### src/rtl/spi_flags_regs.svh
// Register indices, field positions, reset values and timing counts
`ifndef SPI_FLAGS_REGS_SVH
`define SPI_FLAGS_REGS_SVH
// Register indices; byte address is four times the index
`define IDX_CTRL 6'h00
`define IDX_IRQ_EN 6'h02
`define IDX_IRQ_FLAGS 6'h03
`define IDX_DATA 6'h04
// Control register fields
`define CTRL_ENABLE 0
`define CTRL_SEL_DIS 2
`define CTRL_MASTER 5
`define CTRL_BUF_EN 7
// Enable and flag bit positions
`define BIT_RX_DONE 7
`define BIT_TX_DONE 6
`define BIT_TX_EMPTY 5
`define BIT_SEL_TRIG 4
`define BIT_OVF 0
`define BIT_UNBUF_EN 0
// Reset values
`define RST_BYTE 8'h00
`define SYNC_INIT 4'h8
// Timing: clock cycles per half serial clock in master operation; then the receive stage count
`define SCK_HALF_DEF 8
`define RX_STAGES 2'd2
`endif

### src/rtl/spi_flags_pkg.sv
// Types shared by the serial port modules
package spi_flags_pkg;
  typedef enum logic [1:0] {
    ENG_IDLE = 2'b00,
    ENG_MASTER = 2'b01,
    ENG_SLAVE = 2'b10
  } eng_state_t;
endpackage : spi_flags_pkg

### src/rtl/spi_eng_if.sv
// Link between register core and shift engine
`timescale 1ns/1ns
`default_nettype none
interface spi_eng_if;
  logic load;
  logic [7:0] tx_byte;
  logic master;
  logic en;
  logic idle;
  logic done;
  logic [7:0] rx_byte;
  modport core (output load, tx_byte, master, en, input idle, done, rx_byte);
  modport eng (input load, tx_byte, master, en, output idle, done, rx_byte);
endinterface : spi_eng_if
`default_nettype wire

### src/rtl/spi_pin_sync.sv
// Three-stage pin synchroniser with agreement filter
`timescale 1ns/1ns
`default_nettype none
module spi_pin_sync #(
  parameter int W = 4,
  parameter logic [W-1:0] INIT = '0
) (
  // Clock and reset
  input wire logic clk_i,
  input wire logic rst_i,
  // Raw and filtered levels
  input wire logic [W-1:0] d_i,
  output var logic [W-1:0] q_o
);
  logic [W-1:0] s1;
  logic [W-1:0] s2;
  logic [W-1:0] s3;

  // =====================================
  // Chain; first stage feeds only the second
  always_ff @(posedge clk_i) begin
    if (rst_i) begin
      s1 <= INIT;
      s2 <= INIT;
      s3 <= INIT;
      q_o <= INIT;
    end else begin
      s1 <= d_i;
      s2 <= s1;
      s3 <= s2;
      // A bit only moves once stages two and three agree
      q_o <= (s3 & ~(s2 ^ s3)) | (q_o & (s2 ^ s3));
    end
  end
endmodule : spi_pin_sync
`default_nettype wire

### src/rtl/spi_shift_engine.sv
// Byte shifter for master and slave operation, mode 0, MSB first
`timescale 1ns/1ns
`default_nettype none
`include "spi_flags_regs.svh"
module spi_shift_engine import spi_flags_pkg::*; #(
  parameter int SCK_HALF = `SCK_HALF_DEF
) (
  // Clock and reset
  input wire logic clk_i,
  input wire logic rst_i,
  // Core side
  spi_eng_if.eng eng,
  // Filtered pin levels
  input wire logic sck_s_i,
  input wire logic mosi_s_i,
  input wire logic miso_s_i,
  input wire logic ss_n_s_i,
  // Pin drivers
  output var logic sck_o,
  output var logic sck_oe_o,
  output var logic mosi_o,
  output var logic mosi_oe_o,
  output var logic miso_o,
  output var logic miso_oe_o
);
  localparam int DW = $clog2(SCK_HALF + 1);
  eng_state_t state;
  logic [DW-1:0] div;
  logic [3:0] cnt;
  logic [7:0] shreg;
  logic [7:0] rxsh;
  logic sck_p;
  logic tick;
  logic s_rise;
  logic s_fall;

  // =====================================
  // Edge and rate detection
  assign tick = (div == DW'(SCK_HALF - 1));
  assign s_rise = sck_s_i & ~sck_p;
  assign s_fall = ~sck_s_i & sck_p;
  assign eng.idle = (state != ENG_MASTER) && (cnt == 4'd0);

  // Half-period divider, only runs while mastering
  always_ff @(posedge clk_i) begin
    if (rst_i || state != ENG_MASTER || tick) begin
      div <= '0;
    end else begin
      div <= div + DW'(1);
    end
  end

  // Previous filtered clock level
  always_ff @(posedge clk_i) begin
    if (rst_i) begin
      sck_p <= 1'b0;
    end else begin
      sck_p <= sck_s_i;
    end
  end

  // Drive enables follow the selected role
  always_ff @(posedge clk_i) begin
    if (rst_i) begin
      sck_oe_o <= 1'b0;
      mosi_oe_o <= 1'b0;
      miso_oe_o <= 1'b0;
    end else begin
      sck_oe_o <= eng.en & eng.master;
      mosi_oe_o <= eng.en & eng.master;
      miso_oe_o <= (state == ENG_SLAVE);
    end
  end

  // =====================================
  // Shift state machine
  always_ff @(posedge clk_i) begin
    if (rst_i) begin
      state <= ENG_IDLE;
      cnt <= 4'd0;
      shreg <= `RST_BYTE;
      rxsh <= `RST_BYTE;
      sck_o <= 1'b0;
      mosi_o <= 1'b0;
      miso_o <= 1'b0;
      eng.done <= 1'b0;
      eng.rx_byte <= `RST_BYTE;
    end else begin
      eng.done <= 1'b0;
      unique case (state)
        ENG_IDLE: begin
          cnt <= 4'd0;
          if (eng.load && eng.master) begin
            shreg <= eng.tx_byte;
            mosi_o <= eng.tx_byte[7];
            state <= ENG_MASTER;
          end else begin
            if (eng.load) begin
              shreg <= eng.tx_byte;
              miso_o <= eng.tx_byte[7];
            end
            if (eng.en && !eng.master && !ss_n_s_i) begin
              state <= ENG_SLAVE;
            end
          end
        end
        ENG_MASTER: begin
          // Losing the master role aborts the byte in flight
          if (!eng.master || !eng.en) begin
            state <= ENG_IDLE;
            sck_o <= 1'b0;
          end else if (tick && !sck_o) begin
            sck_o <= 1'b1;
            rxsh <= {rxsh[6:0], miso_s_i};
            cnt <= cnt + 4'd1;
          end else if (tick) begin
            sck_o <= 1'b0;
            if (cnt == 4'd8) begin
              eng.done <= 1'b1;
              eng.rx_byte <= rxsh;
              state <= ENG_IDLE;
            end else begin
              shreg <= {shreg[6:0], 1'b0};
              mosi_o <= shreg[6];
            end
          end
        end
        ENG_SLAVE: begin
          if (ss_n_s_i || eng.master || !eng.en) begin
            state <= ENG_IDLE;
            cnt <= 4'd0;
          end else begin
            if (eng.load && cnt == 4'd0) begin
              shreg <= eng.tx_byte;
              miso_o <= eng.tx_byte[7];
            end
            if (s_rise) begin
              rxsh <= {rxsh[6:0], mosi_s_i};
              if (cnt == 4'd7) begin
                eng.done <= 1'b1;
                eng.rx_byte <= {rxsh[6:0], mosi_s_i};
                cnt <= 4'd0;
              end else begin
                cnt <= cnt + 4'd1;
              end
            end
            if (s_fall && cnt != 4'd0) begin
              shreg <= {shreg[6:0], 1'b0};
              miso_o <= shreg[6];
            end
          end
        end
        default: state <= ENG_IDLE;
      endcase
    end
  end
endmodule : spi_shift_engine
`default_nettype wire

### src/rtl/spi_irq_flags_port.sv
// Serial port register core: interrupt enables, flags and data port
//
// Our own choice: the Wishbone interface to the registers.
`timescale 1ns/1ns
`default_nettype none
`include "spi_flags_regs.svh"

// What this block does
// - Buffered: receive-done enable routes its flag to the interrupt; reads zero unbuffered
// - Buffered: transfer-done enable routes its flag; reads zero unbuffered
// - Buffered: buffer-empty enable routes its flag; reads zero unbuffered
// - Buffered: select-trigger enable routes its flag; reads zero unbuffered
// - Unbuffered: general enable routes the combined transfer flag to the interrupt
// - Buffered: receive-done flag high while receive stages hold unread bytes
// - Writing one to the receive-done flag clears it
// - Unbuffered: transfer flag set on byte done or select low as master
// - Transfer flag cleared by vector taken or flags read then data access
// - Buffered: transfer-done set when shifter and buffer are empty; write one clears
// - Unbuffered: data write during a byte sets collision; flags read then data clears
// - Buffer-empty flag set when the transmit buffer drains into the shifter; zero unbuffered
// - Data write clears buffer-empty; enabled flag keeps interrupt asserted
// - Buffered: master forced to slave by select low sets select-trigger; write one clears
// - Buffered: overflow set when two stages full and a third byte completes
// - Overflow only on completed transfers, held until data is read
// - Writing the data register starts shifting the byte out
// - Buffered data read returns stage two and moves stage one up
// - Buffered-mode bit selects two receive stages and one transmit stage
// - Interrupt stays asserted while any enabled flag remains set
// - Select low as master without disable drops master and sets transfer flag
module spi_irq_flags_port import spi_flags_pkg::*; #(
  parameter int SCK_HALF = `SCK_HALF_DEF
) (
  // Clock and reset
  input wire logic clk_i,
  input wire logic rst_i,
  // Wishbone slave
  input wire logic cyc_i,
  input wire logic stb_i,
  input wire logic we_i,
  input wire logic [7:0] adr_i,
  input wire logic [3:0] sel_i,
  input wire logic [31:0] dat_i,
  output var logic [31:0] dat_o,
  output var logic ack_o,
  // Interrupt
  output var logic irq_o,
  input wire logic vector_taken_i,
  // Serial pins
  input wire logic sck_i,
  output var logic sck_o,
  output var logic sck_oe_o,
  input wire logic mosi_i,
  output var logic mosi_o,
  output var logic mosi_oe_o,
  input wire logic miso_i,
  output var logic miso_o,
  output var logic miso_oe_o,
  input wire logic ss_n_i
);
  spi_eng_if eng ();
  logic [3:0] pins;
  // Control state
  logic enable;
  logic master;
  logic select_disable;
  logic buffered_mode_en;
  // Interrupt enables
  logic rx_done_irq_en;
  logic tx_done_irq_en;
  logic tx_empty_irq_en;
  logic select_trig_irq_en;
  logic unbuffered_irq_en;
  // Flags
  logic rx_done_flag;
  logic tx_done_flag;
  logic tx_empty_flag;
  logic select_trig_flag;
  logic rx_overflow_flag;
  logic xfer_flag;
  logic write_collision_flag;
  logic arm_xfer;
  logic arm_wcol;
  // Data path
  logic [7:0] rx_near;
  logic [7:0] rx_far;
  logic [1:0] rx_cnt;
  logic [7:0] tx_buf;
  logic tx_full;
  // Decoded strobes
  logic acc;
  logic wr;
  logic rd;
  logic ctrl_wr;
  logic en_wr;
  logic flags_wr;
  logic flags_rd;
  logic data_wr;
  logic data_rd;
  logic data_acc;
  logic trig;
  logic pop;
  logic push;
  logic ovf_set;
  logic [1:0] slot;
  logic next_irq;
  logic [7:0] next_rd;
  logic [7:0] en_view;
  logic [7:0] flag_view;

  function automatic logic hit(input logic [7:0] a, input logic [5:0] idx);
    return a[7:2] == idx;
  endfunction : hit

  // =====================================
  // Pins and shift engine
  spi_pin_sync #(.W(4), .INIT(`SYNC_INIT)) u_sync (
    .clk_i(clk_i),
    .rst_i(rst_i),
    .d_i({ss_n_i, miso_i, mosi_i, sck_i}),
    .q_o(pins)
  );

  spi_shift_engine #(.SCK_HALF(SCK_HALF)) u_eng (
    .clk_i(clk_i),
    .rst_i(rst_i),
    .eng(eng.eng),
    .sck_s_i(pins[0]),
    .mosi_s_i(pins[1]),
    .miso_s_i(pins[2]),
    .ss_n_s_i(pins[3]),
    .sck_o(sck_o),
    .sck_oe_o(sck_oe_o),
    .mosi_o(mosi_o),
    .mosi_oe_o(mosi_oe_o),
    .miso_o(miso_o),
    .miso_oe_o(miso_oe_o)
  );

  // =====================================
  // Bus decode; side effects land on the edge that raises ack
  assign acc = cyc_i & stb_i & ~ack_o;
  assign wr = acc & we_i & sel_i[0];
  assign rd = acc & ~we_i;
  assign ctrl_wr = wr & hit(adr_i, `IDX_CTRL);
  assign en_wr = wr & hit(adr_i, `IDX_IRQ_EN);
  assign flags_wr = wr & hit(adr_i, `IDX_IRQ_FLAGS);
  assign flags_rd = rd & hit(adr_i, `IDX_IRQ_FLAGS);
  assign data_wr = wr & hit(adr_i, `IDX_DATA);
  assign data_rd = rd & hit(adr_i, `IDX_DATA);
  assign data_acc = data_wr | data_rd;

  // Engine requests: direct start unbuffered, buffer drain when buffered
  assign eng.master = master;
  assign eng.en = enable;
  assign eng.load = enable & eng.idle &
                    (buffered_mode_en ? tx_full : (data_wr & ~pins[3] | data_wr & master));
  assign eng.tx_byte = buffered_mode_en ? tx_buf : dat_i[7:0];

  // Select pulled low while mastering
  assign trig = enable & master & ~select_disable & ~pins[3];

  // Receive stage bookkeeping
  assign pop = buffered_mode_en & data_rd & (rx_cnt != 2'd0);
  assign push = buffered_mode_en & eng.done & ((rx_cnt != `RX_STAGES) | pop);
  assign ovf_set = buffered_mode_en & eng.done & (rx_cnt == `RX_STAGES) & ~pop;
  assign slot = rx_cnt - {1'b0, pop};

  // Views that hide the other mode's bits, except the unbuffered enable still shown at bit 0 when buffered
  assign en_view = buffered_mode_en ?
    {rx_done_irq_en, tx_done_irq_en, tx_empty_irq_en, select_trig_irq_en, 3'h0,
     unbuffered_irq_en} : {7'h00, unbuffered_irq_en};
  assign flag_view = buffered_mode_en ?
    {rx_done_flag, tx_done_flag, tx_empty_flag, select_trig_flag, 3'h0,
     rx_overflow_flag} : {xfer_flag, write_collision_flag, 6'h00};

  // Interrupt combine for the current mode
  always_comb begin
    if (buffered_mode_en) begin
      next_irq = |({rx_done_irq_en, tx_done_irq_en, tx_empty_irq_en, select_trig_irq_en} &
                   {rx_done_flag, tx_done_flag, tx_empty_flag, select_trig_flag});
    end else begin
      next_irq = unbuffered_irq_en & xfer_flag;
    end
  end

  // Read mux
  always_comb begin
    next_rd = 8'h00;
    if (hit(adr_i, `IDX_CTRL)) begin
      next_rd = {buffered_mode_en, 1'b0, master, 2'b00, select_disable, 1'b0, enable};
    end else if (hit(adr_i, `IDX_IRQ_EN)) begin
      next_rd = en_view;
    end else if (hit(adr_i, `IDX_IRQ_FLAGS)) begin
      next_rd = flag_view;
    end else if (hit(adr_i, `IDX_DATA)) begin
      next_rd = rx_far;
    end
  end

  // =====================================
  // Bus answer: one wait-free cycle, unmapped reads give zero
  always_ff @(posedge clk_i) begin
    if (rst_i) begin
      ack_o <= 1'b0;
      dat_o <= 32'h0000_0000;
      irq_o <= 1'b0;
    end else begin
      ack_o <= acc;
      if (rd) begin
        dat_o <= {24'h00_0000, next_rd};
      end
      irq_o <= next_irq;
    end
  end

  // Control register; hardware drop of master beats a write
  always_ff @(posedge clk_i) begin
    if (rst_i) begin
      enable <= 1'b0;
      master <= 1'b0;
      select_disable <= 1'b0;
      buffered_mode_en <= 1'b0;
    end else begin
      if (ctrl_wr) begin
        enable <= dat_i[`CTRL_ENABLE];
        master <= dat_i[`CTRL_MASTER];
        select_disable <= dat_i[`CTRL_SEL_DIS];
        buffered_mode_en <= dat_i[`CTRL_BUF_EN];
      end
      if (trig) begin
        master <= 1'b0;
      end
    end
  end

  // Interrupt enable register
  always_ff @(posedge clk_i) begin
    if (rst_i) begin
      rx_done_irq_en <= 1'b0;
      tx_done_irq_en <= 1'b0;
      tx_empty_irq_en <= 1'b0;
      select_trig_irq_en <= 1'b0;
      unbuffered_irq_en <= 1'b0;
    end else if (en_wr) begin
      rx_done_irq_en <= dat_i[`BIT_RX_DONE];
      tx_done_irq_en <= dat_i[`BIT_TX_DONE];
      tx_empty_irq_en <= dat_i[`BIT_TX_EMPTY];
      select_trig_irq_en <= dat_i[`BIT_SEL_TRIG];
      unbuffered_irq_en <= dat_i[`BIT_UNBUF_EN];
    end
  end

  // =====================================
  // Buffered flags; every set is placed after its clear so it wins
  always_ff @(posedge clk_i) begin
    if (rst_i) begin
      rx_done_flag <= 1'b0;
      tx_done_flag <= 1'b0;
      tx_empty_flag <= 1'b0;
      select_trig_flag <= 1'b0;
      rx_overflow_flag <= 1'b0;
    end else begin
      if ((flags_wr && dat_i[`BIT_RX_DONE]) || (pop && rx_cnt == 2'd1)) begin
        rx_done_flag <= 1'b0;
      end
      if (push) begin
        rx_done_flag <= 1'b1;
      end
      if (flags_wr && dat_i[`BIT_TX_DONE]) begin
        tx_done_flag <= 1'b0;
      end
      if (buffered_mode_en && eng.done && !tx_full) begin
        tx_done_flag <= 1'b1;
      end
      if (data_wr) begin
        tx_empty_flag <= 1'b0;
      end
      if (buffered_mode_en && eng.load) begin
        tx_empty_flag <= 1'b1;
      end
      if (flags_wr && dat_i[`BIT_SEL_TRIG]) begin
        select_trig_flag <= 1'b0;
      end
      if (buffered_mode_en && trig) begin
        select_trig_flag <= 1'b1;
      end
      // Write data for the overflow bit is ignored; software keeps it zero
      if (data_rd) begin
        rx_overflow_flag <= 1'b0;
      end
      if (ovf_set) begin
        rx_overflow_flag <= 1'b1;
      end
    end
  end

  // Unbuffered flags with read-then-access clearing
  always_ff @(posedge clk_i) begin
    if (rst_i) begin
      xfer_flag <= 1'b0;
      write_collision_flag <= 1'b0;
      arm_xfer <= 1'b0;
      arm_wcol <= 1'b0;
    end else begin
      if (flags_rd) begin
        arm_xfer <= xfer_flag;
        arm_wcol <= write_collision_flag;
      end
      if (vector_taken_i || (data_acc && arm_xfer)) begin
        xfer_flag <= 1'b0;
        arm_xfer <= 1'b0;
      end
      if (data_acc && arm_wcol) begin
        write_collision_flag <= 1'b0;
        arm_wcol <= 1'b0;
      end
      if ((!buffered_mode_en && eng.done) || trig) begin
        xfer_flag <= 1'b1;
      end
      // A collision write is dropped; the byte in flight continues
      if (!buffered_mode_en && data_wr && !eng.idle) begin
        write_collision_flag <= 1'b1;
      end
    end
  end

  // =====================================
  // Transmit buffer, one stage
  always_ff @(posedge clk_i) begin
    if (rst_i) begin
      tx_buf <= `RST_BYTE;
      tx_full <= 1'b0;
    end else begin
      if (buffered_mode_en && eng.load) begin
        tx_full <= 1'b0;
      end
      if (buffered_mode_en && data_wr) begin
        tx_buf <= dat_i[7:0];
        tx_full <= 1'b1;
      end
    end
  end

  // Receive stages; a pop moves stage one into stage two
  always_ff @(posedge clk_i) begin
    if (rst_i) begin
      rx_near <= `RST_BYTE;
      rx_far <= `RST_BYTE;
      rx_cnt <= 2'd0;
    end else if (buffered_mode_en) begin
      if (pop) begin
        rx_far <= rx_near;
      end
      if (push && slot == 2'd0) begin
        rx_far <= eng.rx_byte;
      end
      if (push && slot == 2'd1) begin
        rx_near <= eng.rx_byte;
      end
      rx_cnt <= slot + {1'b0, push};
    end else begin
      rx_cnt <= 2'd0;
      if (eng.done) begin
        rx_far <= eng.rx_byte;
      end
    end
  end

  // =====================================
  // Checks
  property p_rx_irq;
    @(posedge clk_i) disable iff (rst_i)
    buffered_mode_en && rx_done_irq_en && rx_done_flag |=> irq_o;
  endproperty
  a_rx_irq: assert property (p_rx_irq) else $error("receive irq missing");

  property p_txd_irq;
    @(posedge clk_i) disable iff (rst_i)
    buffered_mode_en && tx_done_irq_en && tx_done_flag |=> irq_o;
  endproperty
  a_txd_irq: assert property (p_txd_irq) else $error("transfer irq missing");

  property p_unbuf_irq;
    @(posedge clk_i) disable iff (rst_i)
    !buffered_mode_en && $rose(xfer_flag) && unbuffered_irq_en && !en_wr && !ctrl_wr
    |=> irq_o;
  endproperty
  a_unbuf_irq: assert property (p_unbuf_irq) else $error("unbuffered irq missing");

  property p_push_flag;
    @(posedge clk_i) disable iff (rst_i)
    buffered_mode_en && eng.done && rx_cnt == 2'd0 |=> rx_done_flag && rx_cnt == 2'd1;
  endproperty
  a_push_flag: assert property (p_push_flag) else $error("receive flag not set");

  property p_ovf;
    @(posedge clk_i) disable iff (rst_i)
    ovf_set |=> rx_overflow_flag && rx_cnt == 2'd2;
  endproperty
  a_ovf: assert property (p_ovf) else $error("overflow not flagged");

  property p_wr_clears_empty;
    @(posedge clk_i) disable iff (rst_i)
    data_wr && !(buffered_mode_en && eng.load) |=> !tx_empty_flag;
  endproperty
  a_wr_clears_empty: assert property (p_wr_clears_empty) else $error("empty not cleared");

  property p_trig;
    @(posedge clk_i) disable iff (rst_i)
    trig |=> !master && xfer_flag;
  endproperty
  a_trig: assert property (p_trig) else $error("select trigger missed");

  property p_wcol;
    @(posedge clk_i) disable iff (rst_i)
    !buffered_mode_en && data_wr && !eng.idle |=> write_collision_flag;
  endproperty
  a_wcol: assert property (p_wcol) else $error("collision not flagged");

  property p_pop;
    @(posedge clk_i) disable iff (rst_i)
    pop && !push |=> rx_cnt == $past(rx_cnt) - 2'd1;
  endproperty
  a_pop: assert property (p_pop) else $error("receive stage not popped");
endmodule : spi_irq_flags_port
`default_nettype wire

### config.mk
export PLATFORM = sky130hd
export DESIGN_NAME = spi_irq_flags_port
export DESIGN_NICKNAME = d
export VERILOG_FILES = /design/src/rtl/spi_flags_pkg.sv /design/src/rtl/spi_eng_if.sv /design/src/rtl/spi_pin_sync.sv /design/src/rtl/spi_shift_engine.sv /design/src/rtl/spi_irq_flags_port.sv
export VERILOG_INCLUDE_DIRS = /design/src /design/src/rtl
export SDC_FILE = /design/constraint.sdc
export NUM_CORES = 1
export LEC_CHECK = 0
export BUFFER_PORTS_ARGS = -buffer_cell sky130_fd_sc_hd__buf_2
export CAP_MARGIN = 20
export CORE_AREA = 8 8 114 116
export CTS_BUF_LIST = sky130_fd_sc_hd__clkbuf_8
export DETAILED_ROUTE_END_ITERATION = 7
export DIE_AREA = 0 0 122 124
export PLACE_DENSITY = 0.83
export SYNTH_ARGS = -nofsm -noshare
export SYNTH_HDL_FRONTEND = slang
export SYNTH_SLANG_ARGS = --single-unit
### constraint.sdc
create_clock -name clk_i -period 4.35 [get_ports clk_i]
set_clock_uncertainty 0.2 [all_clocks]
set_input_delay 0.2175 -clock clk_i [delete_from_list [all_inputs] [get_ports clk_i]]
set_output_delay 0.2175 -clock clk_i [all_outputs]
set_load 0.1 [all_outputs]
==> results.cfg <==
[outcome]
outcome = finished clean

[sta]
relSlewSlack_pct = 42.24
min_period_ns = 3.036
finalSetupTns_ns = 0
min_period_over_period_pct = 69.79
setup_viol = 0
finalMaxSlewViolations = 0
hold_viol_final = 0
worst_pin_slew_ns = 0.8664
fin_ws_ns = 1.314
rsz0062_at_grt = no
max_freq_mhz = 329.4

[route]
drt_iter0_drc = 373
vias = 4293
wirelength_um = 11520
first_pass_iters = 5
ant_nets = 0
drc = 0
wire_per_inst_um = 15.03
avgViaCountPerCell = 5.604

[global_route]
grt_pass1_wl_um = 18840
antenna_found_initial = 0
grt_remaining_overflow = 0
grt_pass1_vias = 3988
grt_max_degree = 92
grt.total_usage_pct = 15.30

[place]
io_buffers = 40
dp_slack_ns = 1.407
dp.cells = 738
hpwl_um = 8272
gp_congestion = 0.8500

[floorplan]
core_um2 = 11170
die-area_um2 = 15130
die_w_um = 122
dieHeight_um = 124
row_count = 39
ios = 94
initial_core_util_pct = 48.54

[synth]
syn_area_um2 = 5424
synth_cells = 590
synth_edf_count = 0
synth_top_area_cell = dfxtp_1
synth_cell_types = 66
netlist_top_cells_area = dfxtp_1 41%, mux2i_1 9.8%, nor2_1 5.9%, buf_4 3.7%, mux2_2 3.7%
synthArstFlopShare_pct = 0
synth-seq-cells = 111
synth_top_area_share_pct = 40.97
avgSynthCellArea_um2 = 9.193
yosysWarnings = 0
synth-seq-area-share_pct = 40.97
synth_ff_type = dfxtp_1

[clock_network]
cts_buffer_depth = 2
htreeDepth = 3
clockRootBuffer = clkbuf_8
path_clk_slew_ns = 0.09
cts_buffers = 9
clk_latency_ns = 0.37
cts_post_setup_buffers_inserted = 0
clock_sinks = 111
cts_tree = done
ctsResizeCount = 0
cts_hold_buf = 15

[critical_path]
cp.required_ns = 4.44
r2r_slack_ns = 1.37
crit_type = primary input to flop
endpoint_kind = flop
crit_path_start_kind = primary input
cp_max_fo = 16
critPathArrivalTime_ns = 3.12

[layout]
stdcell_count = 766
n_fill_cell = 983
syn2layout_area_growth_pct = 8.212
diodes = 0
drive_gt1_share_pct = 15.73
fin_nets = 684
final_util_pct = 52.52

[pwr]
fin_total_pwr_mw = 1.824
power_density_nw_per_um2 = 310.8
leakage_nw = 2.468
ir_drop_v = 0.0001509

[min_path]
hold_path.class = primary input to flop

[flow_run]
cap_violations = 0
## report_power, final
group | total (mW) | switching [mW] | internal, mW | leakage (nW)
Sequential | 1.03 | 0.00324 | 1.02 | 0.897
Combinational | 0.191 | 0.156 | 0.0348 | 1.48
Clock | 0.607 | 0.333 | 0.274 | 0.0903
Total | 1.82 | 0.492 | 1.33 | 2.47
## path summary, 6_finish.rpt
path | from | to | cells past startpoint
worst max-delay path | stb_i | rx_far[4]$_SDFFE_PP0P_ | 11
worst min-delay path | adr_i[3] | buffered_mode_en$_SDFFE_PP0P_ | 4
worst max register to register | ack_o$_SDFF_PP0_ | rx_far[4]$_SDFFE_PP0P_ | 9
worst min register to register | u_sync.s1[3]$_SDFF_PP1_ | u_sync.s2[3]$_SDFF_PP1_ | 1
## cells by family after synthesis
family,Yosys count,synth area share (%)
and+or+nand+nor,212,20.48
xor gates and xnor gates,4,0.6460
AOI/OAI and AO/OA,107,14.35
buffers and inverters,75,7.889
other,1,0.06914
adders and majority gates,9,2.076
muxes,71,13.52
DFF,111,40.97
## flip-flops by register name (all words and copies together) (netlist names), 4 cells and up, named ones only
name	cells
u_eng.cnt	4
tx_buf	8
u_sync.s3	4
rx_far	8
u_eng.rxsh	8
rx_near	8
u_sync.s2	4
u_eng.div	4
dat_o	8
u_sync.s1	4
u_eng.eng.rx_byte	8
u_eng.shreg	7
## cell usage in the layout, fill, tap and decap left out, types with 13 or more instances in the layout
master	netlist	final
nand2_1	26	26
nor2b_1	23	23
a21oi_1	22	22
mux2i_1	53	53
nor2_1	85	85
conb_1	1	24
o21ai_0	13	13
dlygate4sd3_1	0	15
a211oi_1	22	22
inv_1	15	15
dfxtp_1	111	111
buf_2	9	39
mux2_2	18	18
nand3_1	14	14
## worst max-delay path: stages
cell	delay (ns)
dlygate4sd3_1	0.52
buf_2	0.11
and4bb_2	0.43
nand3_2	0.22
nor2_1	0.18
ha_1	0.24
and3_1	0.19
o221ai_1	0.14
a22oi_2	0.53
nor2_1	0.11
a211oi_1	0.22
## routing by layer
layer | global-route usage (%) | share of wire (%) | vias up
li1 | - | - | 2106
met4 | 7.941 | 2.9 | 0
met3 | 3.626 | 6.4 | 27
met1 | 17.41 | 43 | 2037
met2 | 26.31 | 48 | 123
met5 | 0 | 0 | -
## per-stage QoR
step,area (µm²),hold slack (ns)
CTS,5869,0.04304
detailed placement,5535,0.2000
floorplan,5510,0.1213
finish,5869,0.07734
global placement,5535,0.1993
global route,5869,0.08221
## cells in the mapped netlist (all sizes together), types with 4 or more instances
cell	number
a211oi	24
a21oi	22
a22oi	12
a31oi	8
a32oi	4
and2	4
buf	48
clkbuf	12
dfxtp	111
ha	9
inv	15
mux2	18
mux2i	53
nand2	27
nand2b	5
nand3	16
nand3b	5
nand4	7
nor2	87
nor2b	23
nor3	12
nor3b	4
o21ai	14
o41ai	4
or2	4
## area by class of cell
cell class	instances	area, µm²	area share [%]
multi-input combinational	427	2860	48.73
sequential	111	2222	37.86
clock inverter	3	46.29	0.7887
clock buffer	10	137.6	2.345
inverter	15	56.30	0.9593
tap	143	178.9	3.048
timing repair buffer	57	367.9	6.267
Power figures use the tool's default switching activity.
